## src/shared/switch_scan_pkg.sv

```systemverilog
// Constants and types shared by the switch scan sequencer.
package switch_scan_pkg;
    // ------------------------------------------------------------
    // Geometry
    // ------------------------------------------------------------
    localparam int N_IN = 24;
    localparam int CH_W = 5;
    localparam int LVL_W = 3;
    localparam int ADC_W = 10;
    localparam int ACT_SEL_W = 3;
    localparam int POLL_SEL_W = 4;
    localparam int CNT_W = 32;
    localparam logic [CH_W-1:0] CH_FIRST = 5'h00;
    localparam logic [CH_W-1:0] CH_LAST = 5'h17;
    localparam logic [CH_W-1:0] CH_NONE = 5'h18;
    // ------------------------------------------------------------
    // Wetting levels: codes 0..5 give 0, 1, 2, 5, 10 and 15 mA.
    // ------------------------------------------------------------
    localparam logic [LVL_W-1:0] LVL_0MA = 3'h0;
    localparam logic [LVL_W-1:0] LVL_15MA = 3'h5;
    // ------------------------------------------------------------
    // Timing
    // ------------------------------------------------------------
    localparam int CLK_MHZ = 125;
    localparam int ACT_BASE_US = 64;
    localparam int ACT_MAX_US = 2048;
    localparam int POLL_BASE_MS = 2;
    localparam int POLL_MAX_MS = 4096;
    localparam int STARTUP_US = 200;
    localparam logic [ACT_SEL_W-1:0] ACT_SEL_MAX = 3'h5;
    localparam logic [POLL_SEL_W-1:0] POLL_SEL_MAX = 4'hb;
    localparam int ACT_BASE_CYC = ACT_BASE_US * CLK_MHZ;
    localparam int POLL_BASE_CYC = POLL_BASE_MS * 1000 * CLK_MHZ;
    localparam int STARTUP_CYC = STARTUP_US * CLK_MHZ;
    // ------------------------------------------------------------
    // Sequencer states
    // ------------------------------------------------------------
    typedef enum logic [2:0] {
        ST_IDLE, ST_RAMP, ST_ACTIVE, ST_ISSUE, ST_WAIT, ST_PERIOD
    } scan_state_t;
endpackage : switch_scan_pkg

```

## src/rtl/switch_scan_sequencer.sv

```systemverilog
// Switch scan sequencer: sweeps 24 inputs, stores status and raises change events.
`timescale 1ns/1ns
`default_nettype none
module switch_scan_sequencer
    import switch_scan_pkg::*;
#(
    parameter int RAMP_CYC = STARTUP_CYC,
    parameter int ACT_CYC = ACT_BASE_CYC,
    parameter int POLL_CYC = POLL_BASE_CYC
) (
    input wire logic clk,
    input wire logic rstn,
    input wire logic ce,
    input wire logic scan_start,
    input wire logic poll_mode,
    input wire logic [ACT_SEL_W-1:0] sample_window_field,
    input wire logic [POLL_SEL_W-1:0] poll_period_sel,
    input wire logic [N_IN-1:0] input_enable,
    input wire logic [N_IN-1:0] use_converter,
    input wire logic [N_IN-1:0] change_int_enable,
    input wire logic [N_IN*LVL_W/2-1:0] wetting_level_reg_lo,
    input wire logic [N_IN*LVL_W/2-1:0] wetting_level_reg_hi,
    input wire logic status_read,
    input wire logic sample_done,
    input wire logic sample_above,
    input wire logic [ADC_W-1:0] sample_value,
    output logic sample_req,
    output logic [CH_W-1:0] sample_ch,
    output logic sample_use_converter,
    output logic [N_IN*LVL_W-1:0] wetting_drive,
    output logic int_n,
    output logic switch_change_flag,
    output logic [N_IN-1:0] comparator_status,
    output logic [N_IN/2-1:0] converter_threshold_reg_lo,
    output logic [N_IN/2-1:0] converter_threshold_reg_hi,
    output logic [N_IN*ADC_W/2-1:0] analog_value_reg_first,
    output logic [N_IN*ADC_W/2-1:0] analog_value_reg_last
);
    // ------------------------------------------------------------
    // Helpers
    // ------------------------------------------------------------
    // Next enabled input at or above the given index, CH_NONE if none.
    function automatic logic [CH_W-1:0] next_enabled(input logic [CH_W:0] from,
                                                     input logic [N_IN-1:0] en);
        logic [CH_W-1:0] r;
        r = CH_NONE;
        for (int i = N_IN - 1; i >= 0; i--) begin
            if (en[i] && (i >= int'(from))) begin
                r = CH_W'(i);
            end
        end
        return r;
    endfunction : next_enabled

    // Out of range selections are held at the longest setting.
    function automatic logic [CNT_W-1:0] scaled(input int base, input int sel, input int max);
        int s;
        s = (sel > max) ? max : sel;
        return CNT_W'(base) << s;
    endfunction : scaled

    // ------------------------------------------------------------
    // State
    // ------------------------------------------------------------
    scan_state_t state_r, state_nxt;
    logic [CH_W-1:0] ch_r, ch_nxt;
    logic [CNT_W-1:0] cnt_r, cnt_nxt;
    logic [CNT_W-1:0] per_r, per_nxt;
    logic first_r, first_nxt;
    logic chg_r, chg_nxt;
    logic chg_int_r, chg_int_nxt;
    logic req_r, req_nxt;
    logic use_conv_r, use_conv_nxt;
    logic flag_r, flag_nxt;
    logic int_n_r, int_n_nxt;
    logic [N_IN-1:0] comp_r, comp_nxt;
    logic [N_IN-1:0] conv_r, conv_nxt;
    logic [N_IN*ADC_W-1:0] ana_r, ana_nxt;
    logic [N_IN*LVL_W-1:0] wet_r, wet_nxt;
    logic [N_IN*LVL_W-1:0] levels;
    logic [CNT_W-1:0] act_len, poll_len;
    logic [CH_W-1:0] first_ch, after_ch;
    logic stored, cycle_end;

    assign levels = {wetting_level_reg_hi, wetting_level_reg_lo};
    assign act_len = scaled(ACT_CYC, int'(sample_window_field), int'(ACT_SEL_MAX));
    assign poll_len = scaled(POLL_CYC, int'(poll_period_sel), int'(POLL_SEL_MAX));
    assign first_ch = next_enabled({1'b0, CH_FIRST}, input_enable);
    assign after_ch = next_enabled({1'b0, ch_r} + 6'h01, input_enable);
    assign stored = use_converter[ch_r] ? conv_r[ch_r] : comp_r[ch_r];

    // ------------------------------------------------------------
    // Sequencer
    // ------------------------------------------------------------
    always_comb begin
        state_nxt = state_r;
        ch_nxt = ch_r;
        cnt_nxt = cnt_r + 32'h1;
        per_nxt = (per_r == '1) ? per_r : per_r + 32'h1;
        first_nxt = first_r;
        chg_nxt = chg_r;
        chg_int_nxt = chg_int_r;
        req_nxt = 1'b0;
        comp_nxt = comp_r;
        conv_nxt = conv_r;
        ana_nxt = ana_r;
        cycle_end = 1'b0;
        unique case (state_r)
            ST_IDLE: begin
                if (scan_start) begin
                    state_nxt = ST_RAMP;
                    cnt_nxt = '0;
                    first_nxt = 1'b1;
                end
            end
            ST_RAMP: begin
                if (cnt_r >= CNT_W'(RAMP_CYC - 1)) begin
                    per_nxt = '0;
                    chg_nxt = 1'b0;
                    chg_int_nxt = 1'b0;
                    cnt_nxt = '0;
                    if (first_ch == CH_NONE) begin
                        state_nxt = ST_PERIOD;
                        cycle_end = 1'b1;
                    end else begin
                        ch_nxt = first_ch;
                        state_nxt = poll_mode ? ST_ACTIVE : ST_ISSUE;
                    end
                end
            end
            ST_ACTIVE: begin
                if (cnt_r >= act_len - 32'h1) begin
                    state_nxt = ST_ISSUE;
                end
            end
            ST_ISSUE: begin
                req_nxt = 1'b1;
                state_nxt = ST_WAIT;
            end
            ST_WAIT: begin
                if (sample_done) begin
                    if (use_converter[ch_r]) begin
                        conv_nxt[ch_r] = sample_above;
                        ana_nxt[ch_r*ADC_W +: ADC_W] = sample_value;
                    end else begin
                        comp_nxt[ch_r] = sample_above;
                    end
                    if (!first_r && (sample_above != stored)) begin
                        chg_nxt = 1'b1;
                        chg_int_nxt = chg_int_r | change_int_enable[ch_r];
                    end
                    cnt_nxt = '0;
                    if (after_ch == CH_NONE) begin
                        state_nxt = ST_PERIOD;
                        cycle_end = 1'b1;
                    end else begin
                        ch_nxt = after_ch;
                        state_nxt = poll_mode ? ST_ACTIVE : ST_ISSUE;
                    end
                end
            end
            ST_PERIOD: begin
                if (per_r >= poll_len - 32'h1) begin
                    per_nxt = '0;
                    chg_nxt = 1'b0;
                    chg_int_nxt = 1'b0;
                    cnt_nxt = '0;
                    if (first_ch == CH_NONE) begin
                        cycle_end = 1'b1;
                    end else begin
                        ch_nxt = first_ch;
                        state_nxt = poll_mode ? ST_ACTIVE : ST_ISSUE;
                    end
                end
            end
        endcase
        if (cycle_end) begin
            first_nxt = 1'b0;
        end
        if (!scan_start) begin
            state_nxt = ST_IDLE;
            req_nxt = 1'b0;
        end
        use_conv_nxt = req_nxt & use_converter[ch_r];
    end

    // ------------------------------------------------------------
    // Change event and interrupt pin
    // ------------------------------------------------------------
    // A completion in the same cycle as the host read keeps the event.
    always_comb begin
        flag_nxt = status_read ? 1'b0 : flag_r;
        int_n_nxt = status_read ? 1'b1 : int_n_r;
        if (cycle_end && (first_r || chg_nxt)) begin
            flag_nxt = 1'b1;
            if (first_r || chg_int_nxt) begin
                int_n_nxt = 1'b0;
            end
        end
    end

    // ------------------------------------------------------------
    // Wetting current drive
    // ------------------------------------------------------------
    // Built from the next state so the drive lines up with the sequencer. In polling
    // the current stays on until the result is taken, so every sample sees a wetted input.
    always_comb begin
        wet_nxt = '0;
        for (int i = 0; i < N_IN; i++) begin
            if (input_enable[i] && (state_nxt != ST_IDLE)) begin
                if (!poll_mode) begin
                    wet_nxt[i*LVL_W +: LVL_W] = levels[i*LVL_W +: LVL_W];
                end else if ((ch_nxt == CH_W'(i)) &&
                             !(state_nxt inside {ST_RAMP, ST_PERIOD})) begin
                    wet_nxt[i*LVL_W +: LVL_W] = levels[i*LVL_W +: LVL_W];
                end
            end
            if (wet_nxt[i*LVL_W +: LVL_W] > LVL_15MA) begin
                wet_nxt[i*LVL_W +: LVL_W] = LVL_0MA;
            end
        end
    end

    always_ff @(posedge clk) begin
        if (!rstn) begin
            state_r <= ST_IDLE;
            ch_r <= CH_FIRST;
            cnt_r <= '0;
            per_r <= '0;
            first_r <= 1'b1;
            chg_r <= 1'b0;
            chg_int_r <= 1'b0;
            req_r <= 1'b0;
            use_conv_r <= 1'b0;
            flag_r <= 1'b0;
            int_n_r <= 1'b1;
            comp_r <= '0;
            conv_r <= '0;
            ana_r <= '0;
            wet_r <= '0;
        end else if (ce) begin
            state_r <= state_nxt;
            ch_r <= ch_nxt;
            cnt_r <= cnt_nxt;
            per_r <= per_nxt;
            first_r <= first_nxt;
            chg_r <= chg_nxt;
            chg_int_r <= chg_int_nxt;
            req_r <= req_nxt;
            use_conv_r <= use_conv_nxt;
            flag_r <= flag_nxt;
            int_n_r <= int_n_nxt;
            comp_r <= comp_nxt;
            conv_r <= conv_nxt;
            ana_r <= ana_nxt;
            wet_r <= wet_nxt;
        end
    end

    assign sample_req = req_r;
    assign sample_ch = ch_r;
    assign sample_use_converter = use_conv_r;
    assign wetting_drive = wet_r;
    assign int_n = int_n_r;
    assign switch_change_flag = flag_r;
    assign comparator_status = comp_r;
    assign converter_threshold_reg_lo = conv_r[N_IN/2-1:0];
    assign converter_threshold_reg_hi = conv_r[N_IN-1:N_IN/2];
    assign analog_value_reg_first = ana_r[N_IN*ADC_W/2-1:0];
    assign analog_value_reg_last = ana_r[N_IN*ADC_W-1:N_IN*ADC_W/2];

    function automatic logic [N_IN-1:0] wetting_on_mask();
        logic [N_IN-1:0] m;
        m = '0;
        for (int i = 0; i < N_IN; i++) begin
            m[i] = |wet_r[i*LVL_W +: LVL_W];
        end
        return m;
    endfunction : wetting_on_mask
endmodule : switch_scan_sequencer
`default_nettype wire

```

## config.mk

```make
export PLATFORM = sky130hd
export DESIGN_NAME = switch_scan_sequencer
export DESIGN_NICKNAME = d
export VERILOG_FILES = /design/src/shared/switch_scan_pkg.sv /design/src/rtl/switch_scan_sequencer.sv
export SDC_FILE = /design/constraint.sdc
export NUM_CORES = 1
export LEC_CHECK = 0
export ABC_AREA = 1
export ABC_CLOCK_PERIOD_IN_PS = 5150
export CAP_MARGIN = 20
export CORE_MARGIN = 2
export CORE_UTILIZATION = 40
export CTS_BUF_LIST = sky130_fd_sc_hd__clkbuf_8
export DETAILED_ROUTE_END_ITERATION = 6
export DONT_BUFFER_PORTS = 1
export PLACE_DENSITY_LB_ADDON = 0.05
export SYNTH_ARGS = -nofsm -noshare
export SYNTH_HDL_FRONTEND = slang
export SYNTH_SLANG_ARGS = --single-unit
```

## constraint.sdc

```tcl
create_clock -name clk -period 5.15 [get_ports clk]
set_input_delay 0.515 -clock clk [delete_from_list [all_inputs] [get_ports clk]]
set_output_delay 0.515 -clock clk [all_outputs]
set_load 0.01 [all_outputs]
```

==> results of run 1 <==
==> worst max-delay path, delay by kind of cell <==
family	cells	cell delay, ps
compound gates	8	1110
buf+inv	7	1300
fa+ha+maj	2	510
xor+xnor	1	150
simple gates	16	1840
==> state kept, by name, summed over array words and instances, names as in the netlist, 3 cells and up <==
name,flops
ana_r,240
sample_ch,5
state_r,3
wetting_drive,72
comparator_status,24
conv_r,24
per_r,32
cnt_r,32
==> metal layers <==
| layer | part of all wire | track usage |
|---|---|---|
| met3 | 0.086 | 0.0819 |
| met1 | 0.43 | 0.399 |
| met4 | 0.029 | 0.101 |
| met2 | 0.46 | 0.505 |
| met5 | 0.00013 | 0 |
==> cells by family (layout without fill, tap and decap cells) <==
kind of cell             Yosys count  in the layout  synth area share
XOR/XNOR                          31             31            0.0109
flip-flops                       439            439             0.353
multiplexers                       1              1          0.000402
adder cells (fa/ha/maj)           64             64            0.0324
AO/OA/AOI/OAI                    986            986             0.222
buffers and inverters            698            809             0.108
other                              1              5          0.000150
AND/OR/NAND/NOR                 1615           1615             0.274
==> timing repair <==
action | 4_1_cts | 5_1_grt
resized for setup | 0 | 31
hold buffers | 45 | 0
setup buffers | 0 | 6
endpoints found under the setup margin | 0 | 79
hold endpoints to repair | 87 | 0
==> layout make-up <==
class                           count  share of cell area
Antenna cell                        2            0.000177
Clock buffer                       99              0.0481
Clock inverter                     49              0.0117
Inverter                          525              0.0703
Multi-Input combinational cell   2700               0.480
Sequential cell                   439               0.310
Tap cell                          837              0.0370
Timing Repair Buffer              136              0.0421
==> Yosys cell counts, types with 11 or more instances <==
library cell	number
inv_2	12
o22ai_1	29
nand3_1	148
inv_1	506
clkbuf_1	139
buf_2	13
a21oi_1	374
o211ai_1	40
nand4_1	66
dfxtp_1	439
and3_1	11
nand2_2	18
ha_1	63
o21ai_0	394
nand2_1	534
nor4_1	17
a211oi_1	58
buf_1	14
nor3_1	105
o2111ai_1	25
nor2_1	681
xor2_1	23
==> power breakdown <==
part	internal, mW	switching, mW
registers	3.43	0.0497
clock network	1.87	1.66
logic	0.528	1.56
total	5.83	3.28
==> how the worst max path moves through the flow <==
stage	from	end	slack, ps	cells past startpoint
floorplan	poll_period_sel[3]	wetting_drive[64]	30	33
global placement	poll_period_sel[2]	wetting_drive[1]	-170	32
detailed placement	poll_period_sel[2]	wetting_drive[1]	-140	33
CTS	sample_ch[0]	wetting_drive[14]	40	30
global route	poll_period_sel[2]	wetting_drive[14]	-120	37
finish	poll_period_sel[2]	wetting_drive[14]	340	34
==> reports/results.tsv, run 1 <==
metric	value	unit
final_common_cell	nor2_1	
core_area	61700	µm²
synth_area	24900	µm²
critical-path-max-stage-delay	570	ps
reg2reg_to	wetting_drive[14]	
start_util	0.404	
nNetsFinal	4118	
yosys.area.top_type	dfxtp_1	
cp_slowest_cell	dlygate4sd3_1	
wl	104	mm
ys_warn_count	0	
clkLatencyLatePin	720	ps
clkSinkCount	439	
area.sequential	8790	µm²
total_power	9.11	mW
syn-instance-count	3835	
setup_slack	338	ps
rsz0062_at_grt	yes	
detail-route-antenna-nets	0	
drive_gt1_frac	0.0800	
io_pins	538	
worst_r2r_path_depth	26	
synth_seq_cells	439	
synth_ff_type	dfxtp_1	
synth_top_cell_area_share	0.353	
whs_endpoint	conv_r[1]	
dp_cells	4586	
final_area	28300	µm²
cts_max_level	3	
mostFrequentLayoutCells	nor2_1 (674), inv_1 (533), nand2_1 (530)	
status	complete, no violations	
holdWs	46.6	ps
cap_violations	0	
area_growth	13.6	%
antenna_found_initial	2	
place_area	26000	µm²
pwr_density_cell	322	nW/µm²
async_reset_ff_frac	0	
cts_made_buffers	83	
fill_cells	6521	
hold_viol_final	0	
clk_pin_slew_worst_paths	70	ps
slew_headroom	0.191	
grt_max_degree	241	
synth.distinct_cells	61	
io_buffers	0	
grt_remaining_overflow	0	
crit_path_max_fanout	15	
critical_path.startpoint_type	input port	
first_global_vias	24700	
crit_type	in -> reg	
synth_area_leaders	dfxtp_1 (35%), nor2_1 (10%), nand2_1 (8.0%), o21ai_0 (7.9%), inv_1 (7.6%)	
dpl.hpwl	75.4	mm
total_leakage_power	11.6	nW
clock_path_buffers	3	
die_h	254	µm
row_count	91	
r2r-start	sample_ch[0]	
die_area	64300	µm²
first_pass_iters	6	
via_per_inst	5.52	
fp.dieW	254	µm
track_usage	0.311	
multiInputGateArea	13600	µm²
drt_iter0_markers	2088	
clock.fmax	208	MHz
place_ws	-143	ps
r2r_setup_slack	380	ps
critPathCaptureType	flop	
synth.avg_cell_area	6.50	µm²
fin_setup_tns	0	ps
min_path_cells	2	
hold_start	sample_above	
wl_per_cell	21.6	µm
cts-root-buf	clkbuf_8	
instances_no_fill	4787	
ys_seq_area_frac	0.353	
worst_slew_pin_slew	1210	ps
min_period	4810	ps
place.gp.congestion	0.923	
post-route-period-util	0.934	
hp-class	in -> reg	
drc	0	
report.final.slew_viol_count	0	
via_count	26400	
utilization	0.459	
arrival	5450	ps
ir_drop	189	µV
synth-edff-count	0	
clock_skew	48.4	ps
cts_tree	yes	
cp.required	5790	ps
finalSetupViolCount	0	
grt_pass1_wl	154	mm
Note: power is estimated with default switching activity, not from simulation.
==> run 2: changes to the inputs <==
--- a/config.mk
+++ b/config.mk
@@ -9,11 +9,11 @@
 export ABC_CLOCK_PERIOD_IN_PS = 5150
 export CAP_MARGIN = 20
 export CORE_MARGIN = 2
-export CORE_UTILIZATION = 40
+export CORE_UTILIZATION = 60
 export CTS_BUF_LIST = sky130_fd_sc_hd__clkbuf_8
 export DETAILED_ROUTE_END_ITERATION = 6
 export DONT_BUFFER_PORTS = 1
-export PLACE_DENSITY_LB_ADDON = 0.05
+export PLACE_DENSITY = 0.79
 export SYNTH_ARGS = -nofsm -noshare
 export SYNTH_HDL_FRONTEND = slang
 export SYNTH_SLANG_ARGS = --single-unit
==> run 2 against run 1 <==
Against the previous run: worst setup slack improved by 90 ps; final area fell by 3.8%; core utilization rose by 21 points.
==> reports/results.tsv, run 2 (same netlist as run 1, synthesis figures left out) <==
metric	value	unit
status	complete, no violations	
die_h	208	µm
arrival	5300	ps
cp_slowest_cell	fa_1	
largest_reg_flops	240	
core_area	40900	µm²
post-route-period-util	0.917	
worst_slew_pin_slew	1180	ps
holdWs	29.8	ps
crit_buf_inv	9	
fp.dieW	208	µm
io_buffers	0	
cts-root-buf	clkbuf_8	
start_util	0.609	
r2r-start	sample_ch[2]	
crit_path_max_fanout	25	
detail-route-antenna-nets	0	
slew_headroom	0.202	
mostFrequentLayoutCells	nor2_1 (677), nand2_1 (534), inv_1 (529)	
n_antenna_cell	0	
crit_start	sample_ch[2]	
cts_max_level	3	
rsz0062_at_grt	no	
grt_max_degree	268	
critPathTopFamily	buffers and inverters	
setup_slack	428	ps
cts_made_buffers	76	
cp_cell_sequence	ha_1, ha_1, inv_1, fa_1, inv_1, nor2_1, inv_1, nor2_1, nand2_1, inv_1, ha_1, inv_1, nor2_2, inv_1, nor2_4, clkinvlp_4, nor2_2, buf_4, inv_2, nor3_1, o21ai_0, a21oi_1	
hold_viol_final	0	
clk_pin_slew_worst_paths	70	ps
cp_common_cell	inv_1	
nNetsFinal	4074	
total_leakage_power	11.3	nW
first_pass_iters	7	
final_common_cell	nor2_1	
min_period	4720	ps
antenna_found_initial	1	
place.gp.congestion	0.981	
r2r_setup_slack	430	ps
critical-path-max-stage-delay	520	ps
largest_register	ana_r	
critical_path.startpoint_type	flop	
grt_pass1_wl	135	mm
hp-class	in -> reg	
final_area	27200	µm²
io_pins	538	
clock_path_buffers	3	
drt_iter0_markers	3074	
clock_skew	37.6	ps
grt_remaining_overflow	0	
drive_gt1_frac	0.0730	
clkLatencyLatePin	670	ps
wl_per_cell	19.7	µm
place_ws	-203	ps
crit_type	reg -> reg	
finalSetupViolCount	0	
ir_drop	230	µV
cts_setup_buffers	0	
critPathCaptureType	flop	
dpl.hpwl	62.9	mm
first_global_vias	24000	
clkSinkCount	439	
path_depth	22	
wl	87.0	mm
reg2reg_to	ana_r[129]	
row_count	74	
place_area	25600	µm²
cap_violations	0	
via_per_inst	5.98	
via_count	26500	
track_usage	0.388	
die_area	43200	µm²
clock.fmax	212	MHz
pwr_density_cell	315	nW/µm²
area_growth	9.25	%
report.final.slew_viol_count	0	
crit_path_end	ana_r[129]	
worst_r2r_path_depth	22	
cts_tree	yes	
drc	0	
cp.required	5730	ps
-- run 2: changes by cell type in the layout (fill, tap and decap cells not counted), moves of 4 or more --
cell           delta
dlygate4sd3_1    -35
nand2_2           -4
inv_1             -4
nand2_1           +4
clkbuf_8          -7
-- run 2: power breakdown --
group	switching, mW	leakage (nW)	internal [mW]	total (mW)
logic	1.46	6.90	0.496	1.96
clock network	1.48	0.842	1.66	3.14
registers	0.0489	3.55	3.43	3.48
-- run 2: final cells by class --
type | count | area, µm²
fill | 3809 | 13700
sequential | 439 | 8790
multi-input combinational | 2700 | 13500
tap | 532 | 666
inverter | 525 | 1990
clock buffer | 92 | 1270
clock inverter | 36 | 190
timing repair buffer | 99 | 807
-- run 2: how the worst min path moves through the flow --
stage / startpoint / to / slack, ps / depth (start not counted)
4_1_cts: rstn / ana_r[162] / 0.8 / 2
6_report: wetting_level_reg_hi[8] / wetting_drive[44] / 30 / 2
3_5_place_dp: ana_r[162] / ana_r[162] / 480 / 2
3_3_place_gp: ana_r[162] / ana_r[162] / 480 / 2
2_1_floorplan: per_r[25] / per_r[25] / 460 / 2
5_1_grt: wetting_level_reg_hi[35] / wetting_drive[71] / 10 / 2
-- run 2: metal layers --
layer | wire, µm | GRT usage
met2 | 38300 | 0.609
met3 | 10700 | 0.116
met4 | 4100 | 0.169
met1 | 33900 | 0.493
met5 | 0 | 0
-- run 2: through the flow --
| stage | std cells | power (mW) | TNS [ps] | utilization |
|---|---|---|---|---|
| 2_1_floorplan | 3837 | 4.84 | 0 | - |
| 3_3_place_gp | 4285 | 5.41 | -491 | 0.626 |
| 3_5_place_dp | 4285 | 5.42 | -7220 | 0.626 |
| 4_1_cts | 4423 | 8.53 | 0 | 0.665 |
| 5_1_grt | 4423 | 8.91 | 0 | 0.665 |
| 6_report | 4423 | 8.57 | 0 | 0.665 |
-- run 2: repair_timing --
item                                    in CTS  in global routing
hold buffers                                10                  0
endpoints found under the setup margin       0                 67
endpoints found under the hold margin       50                  0
resized for setup                            0                  9
